--- config.mk ---
export PLATFORM = sky130hd
export DESIGN_NAME = tws_ctrl
export DESIGN_NICKNAME = d
export VERILOG_FILES = /design/src/common/tws_pkg.sv /design/src/logic/tws_ctrl.sv /design/src/logic/tws_engine.sv /design/src/logic/tws_fifo.sv
export VERILOG_INCLUDE_DIRS = /design/src /design/src/common
export SDC_FILE = /design/constraint.sdc
export NUM_CORES = 1
export LEC_CHECK = 0
export BUFFER_PORTS_ARGS = -buffer_cell sky130_fd_sc_hd__buf_2
export CORE_MARGIN = 5
export CORE_UTILIZATION = 40
export CTS_CLUSTER_DIAMETER = 150
export DETAILED_ROUTE_END_ITERATION = 10
export GPL_TIMING_DRIVEN = 0
export HOLD_SLACK_MARGIN = 0.15
export PLACE_DENSITY_LB_ADDON = 0.08
export SETUP_SLACK_MARGIN = 0.4
export SYNTH_ARGS = -nofsm -noshare
export SYNTH_HDL_FRONTEND = slang
export SYNTH_SLANG_ARGS = --single-unit
--- constraint.sdc ---
create_clock -name CORE_CLK_I -period 2.4 [get_ports CORE_CLK_I]
set_clock_uncertainty 0.05 [all_clocks]
set_input_delay 0.12 -clock CORE_CLK_I [delete_from_list [all_inputs] [get_ports CORE_CLK_I]]
set_output_delay 0.12 -clock CORE_CLK_I [all_outputs]
set_load 0.01 [all_outputs]
--- src/common/tws_cfg.svh ---
`ifndef TWS_CFG_SVH
`define TWS_CFG_SVH

// ------------------------------------------------------------
// register map (byte addresses)
// ------------------------------------------------------------
`define TWS_OFS_CTRL   8'h00
`define TWS_OFS_DATA   8'h04
`define TWS_OFS_STAT   8'h08
`define TWS_OFS_FIFO   8'h0c

// ------------------------------------------------------------
// control register fields
// ------------------------------------------------------------
`define TWS_CTRL_FLAG  7
`define TWS_CTRL_START 5
`define TWS_CTRL_STOP  4
`define TWS_CTRL_EN    2
`define TWS_CTRL_IE    0

// ------------------------------------------------------------
// status codes, low three bits stay free, the low two carry the prescaler
// ------------------------------------------------------------
`define TWS_ST_START     8'h10
`define TWS_ST_ADDR_ACK  8'h20
`define TWS_ST_ADDR_NACK 8'h28
`define TWS_ST_DATA_ACK  8'h30
`define TWS_ST_DATA_NACK 8'h38
`define TWS_ST_NONE      8'hf8
`define TWS_PRESC_W      2

// ------------------------------------------------------------
// timing and sizes
// ------------------------------------------------------------
`define TWS_CLK_NS     20
`define TWS_BIT_NS     10000
`define TWS_QTR_CYC    (`TWS_BIT_NS / (4 * `TWS_CLK_NS))
`define TWS_FIFO_DEPTH 16
`define TWS_ACK_BIT    8

`endif

--- src/common/tws_pkg.sv ---
package tws_pkg;

  // bus action handed to the bit engine
  typedef enum logic [1:0] {CMD_NONE, CMD_START, CMD_BYTE, CMD_STOP} tws_cmd_t;

  typedef struct packed {
    tws_cmd_t   cmd;
    logic [7:0] data;
  } tws_req_t;

  typedef struct packed {
    logic done;
    logic ack;
  } tws_rsp_t;

  // wire levels: high means pulled low by us
  typedef struct packed {
    logic scl_low;
    logic sda_low;
  } tws_pins_t;

  typedef enum {ST_IDLE, ST_RUN, ST_HOLD} tws_ctl_st_t;
  typedef enum {E_IDLE, E_START, E_BIT, E_STOP} tws_eng_st_t;

endpackage : tws_pkg

--- src/logic/tws_ctrl.sv ---
// Overview of operation
// - every finished START, address or data byte raises the completion flag, and the interrupt when enabled
// - interrupt only when flag, enable bit and global enable all high
// - from the cycle after the flag rises, status holds the bus event code
// - writing one to the flag clears it, writing zero keeps it
// - no bus action starts while the flag stays set
// - a clearing write asking START with the enable bit set launches START at once when the engine is not running
// - START done sets flag and loads the START-sent code
// - one shift register carries address and data bytes
// - address done sets flag, code tells acknowledge or not
// - data done sets flag, code tells the acknowledge received
// - STOP is sent on request and never sets the flag
// - serial clock held low while the flag is set
// - a clearing write with the enable bit set performs the operation its value asks; STOP or a byte only while holding after an event
// - status takes the event code one cycle after the flag
// - without the flag, status reads the no-information code
`timescale 1ns/1ns
`include "tws_cfg.svh"
module tws_ctrl #(
  parameter int QTR_CYC    = `TWS_QTR_CYC,
  parameter int FIFO_DEPTH = `TWS_FIFO_DEPTH
) (
  input  wire logic       CORE_CLK_I,
  input  wire logic       RST_N_I,
  input  wire logic [7:0] ADDR_I,
  input  wire logic [7:0] WDATA_I,
  input  wire logic       WR_I,
  input  wire logic       RD_I,
  output logic      [7:0] RDATA_O,
  input  wire logic       GLOBAL_IE_I,
  output logic            IRQ_O,
  input  wire logic       SCL_I,
  output logic            SCL_O,
  output logic            SCL_OE_O,
  input  wire logic       SDA_I,
  output logic            SDA_O,
  output logic            SDA_OE_O
);
  import tws_pkg::*;

  // ------------------------------------------------------------
  // state
  // ------------------------------------------------------------
  typedef struct packed {
    tws_ctl_st_t          st;
    tws_cmd_t             op;          // action now on the wire
    tws_req_t             req;         // one-cycle request to engine
    logic                 flag;        // operation complete
    logic                 start;
    logic                 stop;
    logic                 en;
    logic                 irq_enable_bit;
    logic                 addr_next;   // next byte is an address
    logic [7:0]           pend;        // code caught with the flag
    logic [7:0]           status;      // code shown to software
    logic [`TWS_PRESC_W-1:0] presc;
    logic [7:0]           shift_data_reg;
    logic [7:0]           rdata;
  } tws_ctl_t;

  tws_ctl_t  r;
  tws_ctl_t  next_r;

  // ------------------------------------------------------------
  // links to the submodules
  // ------------------------------------------------------------
  tws_rsp_t  eng_rsp;
  tws_pins_t eng_pins;
  logic      fifo_in_valid;
  logic      fifo_in_ready;
  logic      fifo_out_valid;
  logic      fifo_pop;
  logic [7:0] fifo_data;

  // ------------------------------------------------------------
  // decoded bus strobes
  // ------------------------------------------------------------
  logic      wr_ctrl;
  logic      wr_stat;
  logic      clearing;
  logic      launch_ok;

  assign wr_ctrl  = WR_I && (ADDR_I == `TWS_OFS_CTRL);
  assign wr_stat  = WR_I && (ADDR_I == `TWS_OFS_STAT);
  // a write with the flag bit at one is the only way to go on
  assign clearing = wr_ctrl && WDATA_I[`TWS_CTRL_FLAG];
  // a write of a new byte while the engine runs would be lost,
  // so data writes go through the buffer and wait there
  assign fifo_in_valid = WR_I && (ADDR_I == `TWS_OFS_DATA);
  // launching needs the unit enabled and the engine free
  assign launch_ok = clearing && WDATA_I[`TWS_CTRL_EN]
                     && (r.st != ST_RUN);

  // ------------------------------------------------------------
  // transmit byte buffer
  // ------------------------------------------------------------
  tws_fifo #(
    .W     (8),
    .DEPTH (FIFO_DEPTH)
  ) u_fifo (
    .clk_i       (CORE_CLK_I),
    .rst_n_i     (RST_N_I),
    .in_valid_i  (fifo_in_valid),
    .in_ready_o  (fifo_in_ready),
    .in_data_i   (WDATA_I),
    .out_valid_o (fifo_out_valid),
    .out_ready_i (fifo_pop),
    .out_data_o  (fifo_data)
  );

  // ------------------------------------------------------------
  // bit engine on the two wires
  // ------------------------------------------------------------
  tws_engine #(
    .QTR_CYC (QTR_CYC)
  ) u_engine (
    .clk_i   (CORE_CLK_I),
    .rst_n_i (RST_N_I),
    .req_i   (r.req),
    .rsp_o   (eng_rsp),
    .pins_o  (eng_pins),
    .scl_i   (SCL_I),
    .sda_i   (SDA_I)
  );

  // the buffer drains only when a byte goes out, so it can fill
  assign fifo_pop = launch_ok && !WDATA_I[`TWS_CTRL_START]
                    && !WDATA_I[`TWS_CTRL_STOP]
                    && (r.st == ST_HOLD) && fifo_out_valid;

  // ------------------------------------------------------------
  // next state
  // ------------------------------------------------------------
  always_comb begin
    next_r         = r;
    next_r.req.cmd = CMD_NONE;

    // control bits take whatever software wrote
    if (wr_ctrl) begin
      next_r.start          = WDATA_I[`TWS_CTRL_START];
      next_r.stop           = WDATA_I[`TWS_CTRL_STOP];
      next_r.en             = WDATA_I[`TWS_CTRL_EN];
      next_r.irq_enable_bit = WDATA_I[`TWS_CTRL_IE];
    end
    if (wr_stat)
      next_r.presc = WDATA_I[`TWS_PRESC_W-1:0];

    // the written value picks the action; only a clearing write
    // may launch, so nothing moves while the flag is held
    if (launch_ok) begin
      if (WDATA_I[`TWS_CTRL_START]) begin
        next_r.req.cmd = CMD_START;
        next_r.op      = CMD_START;
        next_r.st      = ST_RUN;
      end else if (r.st == ST_HOLD && WDATA_I[`TWS_CTRL_STOP]) begin
        next_r.req.cmd = CMD_STOP;
        next_r.op      = CMD_STOP;
        next_r.st      = ST_RUN;
      end else if (r.st == ST_HOLD) begin
        // address and data share the one shift register
        if (fifo_out_valid)
          next_r.shift_data_reg = fifo_data;
        next_r.req.cmd  = CMD_BYTE;
        next_r.req.data = fifo_out_valid ? fifo_data
                                         : r.shift_data_reg;
        next_r.op       = CMD_BYTE;
        next_r.st       = ST_RUN;
      end
    end

    // engine finished: set beats clear in the same cycle
    if (eng_rsp.done && r.op != CMD_STOP) begin
      next_r.flag = 1'b1;
      next_r.st   = ST_HOLD;
      if (r.op == CMD_START) begin
        next_r.pend      = `TWS_ST_START;
        next_r.addr_next = 1'b1;
      end else if (r.addr_next) begin
        next_r.pend      = eng_rsp.ack ? `TWS_ST_ADDR_ACK
                                       : `TWS_ST_ADDR_NACK;
        next_r.addr_next = 1'b0;
      end else begin
        next_r.pend      = eng_rsp.ack ? `TWS_ST_DATA_ACK
                                       : `TWS_ST_DATA_NACK;
      end
    end else if (eng_rsp.done) begin
      // stop is over: bus free, flag stays down
      next_r.st   = ST_IDLE;
      next_r.op   = CMD_NONE;
    end else if (clearing) begin
      next_r.flag = 1'b0;
    end

    // status trails the flag by one cycle
    next_r.status = r.flag ? r.pend : `TWS_ST_NONE;

    // read data valid only in the cycle after the strobe
    next_r.rdata = '0;
    if (RD_I) begin
      unique case (ADDR_I)
        `TWS_OFS_CTRL: begin
          next_r.rdata[`TWS_CTRL_FLAG]  = r.flag;
          next_r.rdata[`TWS_CTRL_START] = r.start;
          next_r.rdata[`TWS_CTRL_STOP]  = r.stop;
          next_r.rdata[`TWS_CTRL_EN]    = r.en;
          next_r.rdata[`TWS_CTRL_IE]    = r.irq_enable_bit;
        end
        `TWS_OFS_DATA: next_r.rdata = r.shift_data_reg;
        `TWS_OFS_STAT: next_r.rdata = {r.status[7:`TWS_PRESC_W],
                                       r.presc};
        `TWS_OFS_FIFO: next_r.rdata = {6'h00, fifo_out_valid,
                                       !fifo_in_ready};
        default:       next_r.rdata = '0;
      endcase
    end
  end

  // ------------------------------------------------------------
  // state register
  // ------------------------------------------------------------
  always_ff @(posedge CORE_CLK_I) begin
    if (!RST_N_I) begin
      r        <= '0;
      r.st     <= ST_IDLE;
      r.op     <= CMD_NONE;
      r.req    <= '{cmd: CMD_NONE, data: 8'h00};
      r.status <= `TWS_ST_NONE;
    end else begin
      r <= next_r;
    end
  end

  // ------------------------------------------------------------
  // outputs
  // ------------------------------------------------------------
  // interrupt needs the local enable and the cpu_flags_reg enable
  assign IRQ_O    = r.flag && r.irq_enable_bit && GLOBAL_IE_I;
  assign RDATA_O  = r.rdata;
  // open drain: a line is only ever pulled low
  assign SCL_O    = 1'b0;
  assign SDA_O    = 1'b0;
  // clock held low so software has time before the next cycle
  assign SCL_OE_O = eng_pins.scl_low || r.flag;
  assign SDA_OE_O = eng_pins.sda_low;

endmodule : tws_ctrl

--- src/logic/tws_engine.sv ---
`timescale 1ns/1ns
`include "tws_cfg.svh"
module tws_engine #(
  parameter int QTR_CYC = `TWS_QTR_CYC
) (
  input  wire logic          clk_i,
  input  wire logic          rst_n_i,
  input  wire tws_pkg::tws_req_t req_i,
  output tws_pkg::tws_rsp_t  rsp_o,
  output tws_pkg::tws_pins_t pins_o,
  input  wire logic          scl_i,
  input  wire logic          sda_i
);
  import tws_pkg::*;

  typedef struct packed {
    tws_eng_st_t st;
    logic [15:0] cnt;
    logic [1:0]  ph;
    logic [3:0]  bitn;
    logic [8:0]  sh;
    tws_pins_t   pins;
    tws_rsp_t    rsp;
  } tws_eng_t;

  tws_eng_t r;
  tws_eng_t next_r;
  logic     tick;

  // a phase ends after a quarter bit; a slave may stretch the high phase
  assign tick = (r.cnt == 16'(QTR_CYC - 1)) && (r.ph != 2'd2 || scl_i);
  assign rsp_o  = r.rsp;
  assign pins_o = r.pins;

  // ------------------------------------------------------------
  // bit sequencer
  // ------------------------------------------------------------
  always_comb begin
    next_r          = r;
    next_r.rsp.done = 1'b0;
    // the count parks at the phase end while a slave stretches the
    // clock, so a long stretch can never run past the match
    if (r.st != E_IDLE)
      next_r.cnt = tick ? '0
                 : (r.cnt == 16'(QTR_CYC - 1)) ? r.cnt
                 : r.cnt + 16'd1;
    unique case (r.st)
      E_IDLE: begin
        next_r.ph  = '0;
        next_r.cnt = '0;
        unique case (req_i.cmd)
          CMD_START: begin
            next_r.st   = E_START;
            next_r.pins = '0;            // both lines released first
          end
          CMD_BYTE: begin
            next_r.st   = E_BIT;
            next_r.sh   = {req_i.data, 1'b1};
            next_r.bitn = '0;
          end
          CMD_STOP: begin
            next_r.st   = E_STOP;
            next_r.pins = '{scl_low: 1'b1, sda_low: 1'b1};
          end
          CMD_NONE: ;
        endcase
      end
      E_START: if (tick) begin
        next_r.ph = r.ph + 2'd1;
        if (r.ph == 2'd1) next_r.pins.sda_low = 1'b1;
        if (r.ph == 2'd2) begin
          next_r.pins.scl_low = 1'b1;
          next_r.rsp.done     = 1'b1;
          next_r.st           = E_IDLE;
        end
      end
      E_BIT: if (tick) begin
        next_r.ph = r.ph + 2'd1;
        unique case (r.ph)
          2'd0: next_r.pins.sda_low = !r.sh[8];
          2'd1: next_r.pins.scl_low = 1'b0;
          2'd2: if (r.bitn == 4'(`TWS_ACK_BIT)) next_r.rsp.ack = !sda_i;
          2'd3: begin
            next_r.pins.scl_low = 1'b1;
            next_r.sh           = {r.sh[7:0], 1'b0};
            next_r.bitn         = r.bitn + 4'd1;
            if (r.bitn == 4'(`TWS_ACK_BIT)) begin
              next_r.rsp.done = 1'b1;
              next_r.st       = E_IDLE;
            end
          end
        endcase
      end
      E_STOP: if (tick) begin
        next_r.ph = r.ph + 2'd1;
        if (r.ph == 2'd0) next_r.pins.scl_low = 1'b0;
        if (r.ph == 2'd1) begin
          next_r.pins.sda_low = 1'b0;
          next_r.rsp.done     = 1'b1;
          next_r.st           = E_IDLE;
        end
      end
    endcase
  end

  always_ff @(posedge clk_i) begin
    if (!rst_n_i) begin
      r    <= '0;
      r.st <= E_IDLE;
    end else begin
      r <= next_r;
    end
  end
endmodule : tws_engine

--- src/logic/tws_fifo.sv ---
`timescale 1ns/1ns
module tws_fifo #(
  parameter int W     = 8,
  parameter int DEPTH = 16
) (
  input  wire logic         clk_i,
  input  wire logic         rst_n_i,
  input  wire logic         in_valid_i,
  output logic              in_ready_o,
  input  wire logic [W-1:0] in_data_i,
  output logic              out_valid_o,
  input  wire logic         out_ready_i,
  output logic [W-1:0]      out_data_o
);
  localparam int AW = $clog2(DEPTH);

  typedef struct packed {
    logic [AW-1:0] wp;
    logic [AW-1:0] rp;
    logic [AW:0]   cnt;
  } tws_fifo_t;

  tws_fifo_t    r;
  tws_fifo_t    next_r;
  logic [W-1:0] mem [DEPTH];
  logic         push;
  logic         pop;

  // honest flags straight from the count
  assign in_ready_o  = (r.cnt != (AW+1)'(DEPTH));
  assign out_valid_o = (r.cnt != '0);
  assign out_data_o  = mem[r.rp];
  assign push        = in_valid_i && in_ready_o;
  assign pop         = out_valid_o && out_ready_i;

  always_comb begin
    next_r = r;
    if (push) next_r.wp = r.wp + 1'b1;
    if (pop)  next_r.rp = r.rp + 1'b1;
    next_r.cnt = r.cnt + (AW+1)'(push) - (AW+1)'(pop);
  end

  always_ff @(posedge clk_i) begin
    if (!rst_n_i) r <= '0;
    else          r <= next_r;
  end

  // storage needs no reset, pointers guard it
  always_ff @(posedge clk_i) begin
    if (push) mem[r.wp] <= in_data_i;
  end
endmodule : tws_fifo

==> impl_metrics.tcl <==
set metrics [dict create \
    fmax_ghz 0.418 \
    gp_congestion 0.824 \
    grt_pass1_vias 6486 \
    seqCellArea_sq_um 5680 \
    synth_cell_types 58 \
    cts.clk_slew.worst_paths_ns 0.06 \
    io_buffers 32 \
    die-area_sq_um 26100 \
    reg2reg_depth 9 \
    layout-drive-gt1-share 0.343 \
    drt_wl_total_microns 23600 \
    synth.area.top_cells "edfxtp_1 42%, dfxtp_1 20%, mux4_2 8.1%" \
    worstSetupStartpoint "r[52]$_SDFFE_PP0P_" \
    reg2reg_from "r[52]$_SDFFE_PP0P_" \
    finalPower_mw 7.99 \
    synth_edf_count 128 \
    synth_top_cell_by_area "edfxtp_1" \
    worstPathMaxFanout 3 \
    min_to "RDATA_O[1]$_SDFF_PN0_" \
    hp-class "input port to flop" \
    grt_max_degree 20 \
    start_util 0.405 \
    syn_avg_cell_area_sq_um 12.9 \
    first_pass_iters 5 \
    drt_iter0_markers 471 \
    rows 55 \
    synthFlopType "edfxtp_1" \
    peakVddDrop_mv 0.574 \
    wire_per_inst_microns 20.6 \
    fin_nets 880 \
    diodes 0 \
    relSlewSlack 0.445 \
    hp-start "ADDR_I[4]" \
    yosysWarningCount 0 \
    syn-cell-area_sq_um 9180 \
    p_leak_nw 4.12 \
    critical_path_class "flop to flop" \
    vias 6221 \
    status "complete, no violations" \
    cts_tree "built" \
    synth-async-reset-ratio 0 \
    hold_depth 4 \
    rsz0062_at_grt "true" \
    drc_errors 0 \
    area_growth_pct 32.2 \
    htreeDepth 1 \
    coreArea_sq_um 22600 \
    min_period_ns 2.39 \
    drtAntennaViolNets 0 \
    worstSetupEndpointType "flop" \
    vias_per_cell 5.45 \
    fp.dieW_microns 161 \
    numCtsBuffers 25 \
    reg2reg_slack_ns 0.008 \
    fin_crit_sh 0.997 \
    r2r-end "u_fifo.r[3]$_SDFF_PN0_" \
    synth_top_area_share 0.419 \
    synth_cells 710 \
    clk-insertion-delay-late_ns 0.53 \
    clock_sinks 219 \
    fill_cells 1835 \
    arrival_ns 2.77 \
    final-setup-viol-count 0 \
    clk_path_buf_depth 3 \
    crit_required_ns 2.77 \
    multiInputGateArea_sq_um 3930 \
    slew_violations 0 \
    maxCapViolCount 0 \
    p_per_area_nw_per_um2 658 \
    postCtsHoldBufs 21 \
    max_slew.worst_pin.slew_ns 0.829 \
    cts_root_buf "clkbuf_16" \
    ys_seq_area_frac 0.617 \
    antenna_found_initial 1 \
    ys_ff_latch 219 \
    start_kind "flop" \
    fp.dieH_microns 161 \
    gr-total-overflow 0 \
    setup_tns_ns 0 \
    hold_viol_final 0 \
    hpwl_microns 14700 \
    io_pins 36 \
    grt_pass1_wl_microns 36700 \
    grt_use_total 0.180 \
]
metrics by stage:
step | setup slack, ns | util | hold slack (ns) | std cells | area [sq um]
floorplan | 0.0664 | - | 0.148 | 711 | 9340
global placement | -0.422 | 0.435 | 0.375 | 1028 | 9850
detailed placement | -0.466 | 0.435 | 0.367 | 1028 | 9850
CTS | -0.0184 | 0.519 | 0.0746 | 1129 | 11800
global route | -0.0715 | 0.536 | 0.123 | 1142 | 12100
finish | 0.00783 | 0.536 | 0.127 | 1142 | 12100
worst max path at each step:
stage / slack (ns) / depth (start not counted) / endpoint
finish: 0.008 / 9 / u_fifo.r[3]$_SDFF_PN0_
global route: -0.07 / 8 / u_fifo.r[4]$_SDFF_PN0_
CTS: -0.02 / 10 / u_fifo.r[4]$_SDFF_PN0_
detailed placement: -0.47 / 11 / u_fifo.r[4]$_SDFF_PN0_
global placement: -0.42 / 11 / u_fifo.r[4]$_SDFF_PN0_
floorplan: 0.07 / 10 / u_fifo.r[4]$_SDFF_PN0_
timing repair:
item / in CTS / in global routing
gates resized for setup: 128 / 46
pin swaps: 31 / 36
buffers inserted: 32 / 13
gates cloned: 2 / 0
setup endpoints to repair: 181 / 143
hold endpoints to repair: 155 / 3
cells by family after synthesis:
group           Yosys count  synth area share
buf+inv                  63            0.0301
xor+xnor                 25            0.0239
flops                   219             0.617
other cells               1          0.000409
fa+ha+maj                19            0.0267
mux                      42            0.0908
compound gates          107            0.0803
simple gates            234             0.130
flip-flops by register name, indices dropped and copies added (netlist names), named ones only:
name	flops
u_fifo.mem	128
u_engine.pins_o	2
u_engine.r	33
r	29
u_fifo.r	13
RDATA_O	8
u_engine.rsp_o	2
final cells by class:
cell class | instances | area share
sequential | 219 | 0.468
clock inverter | 12 | 0.0111
tap | 285 | 0.0294
timing repair buffer | 99 | 0.0750
clock buffer | 34 | 0.0589
multi-input combinational | 430 | 0.324
inverter | 20 | 0.00619
buffer | 43 | 0.0279
Yosys cell counts, types with 5 or more instances:
master    number
edfxtp_1     128
dfxtp_1       91
nor2_1        63
nand2_1       47
mux4_2        33
clkbuf_1      27
a21oi_1       23
nand3_1       21
inv_1         20
nor2b_1       20
ha_1          18
a21boi_0      17
a22o_1        16
and2_1        16
xor2_1        14
o21ai_0       13
nor3_1        12
nand2b_1      11
xnor2_1       11
a22oi_1       10
buf_4         10
mux2i_1        9
nand4_1        8
o22ai_1        8
nor4_1         5
layout by cell type, fill, tap and decap left out, drive strengths merged, types with 10 or more instances in the layout:
master	n
a22o	16
and2	16
ha	18
dlygate4sd3	21
nor2b	20
a21oi	23
a22oi	10
mux4	33
nand2b	11
o21ai	13
edfxtp	128
xnor2	11
nand2	47
a21boi	17
clkbuf	58
xor2	14
nor3	12
nor2	65
buf	97
inv	22
nand3	21
dfxtp	91
per-layer routing:
layer / share of wire / GRT usage / wire length (microns) / up-vias
met5: 0 / 0 / 0 / -
met4: 0.027 / 0.0489 / 632 / 0
met3: 0.050 / 0.0332 / 1180 / 42
met2: 0.48 / 0.296 / 11300 / 170
met1: 0.44 / 0.247 / 10400 / 3116
li1: - / - / - / 2893
worst max-delay path: stages (launching register included):
cell	delay (ns)
dfxtp_2	0.32
nand2b_4	0.13
or3_4	0.34
or4_4	0.52
buf_4	0.17
ha_4	0.20
a21o_1	0.19
a21oi_2	0.15
xor2_1	0.07
and2_1	0.15
report_power, final:
part	switching, mW	internal [mW]	total [mW]
registers	0.000292	3.97	3.97
clock network	1.54	2.32	3.86
logic	0.105	0.0557	0.161
total	1.64	6.34	7.99
(Power assumes the default switching activity.)
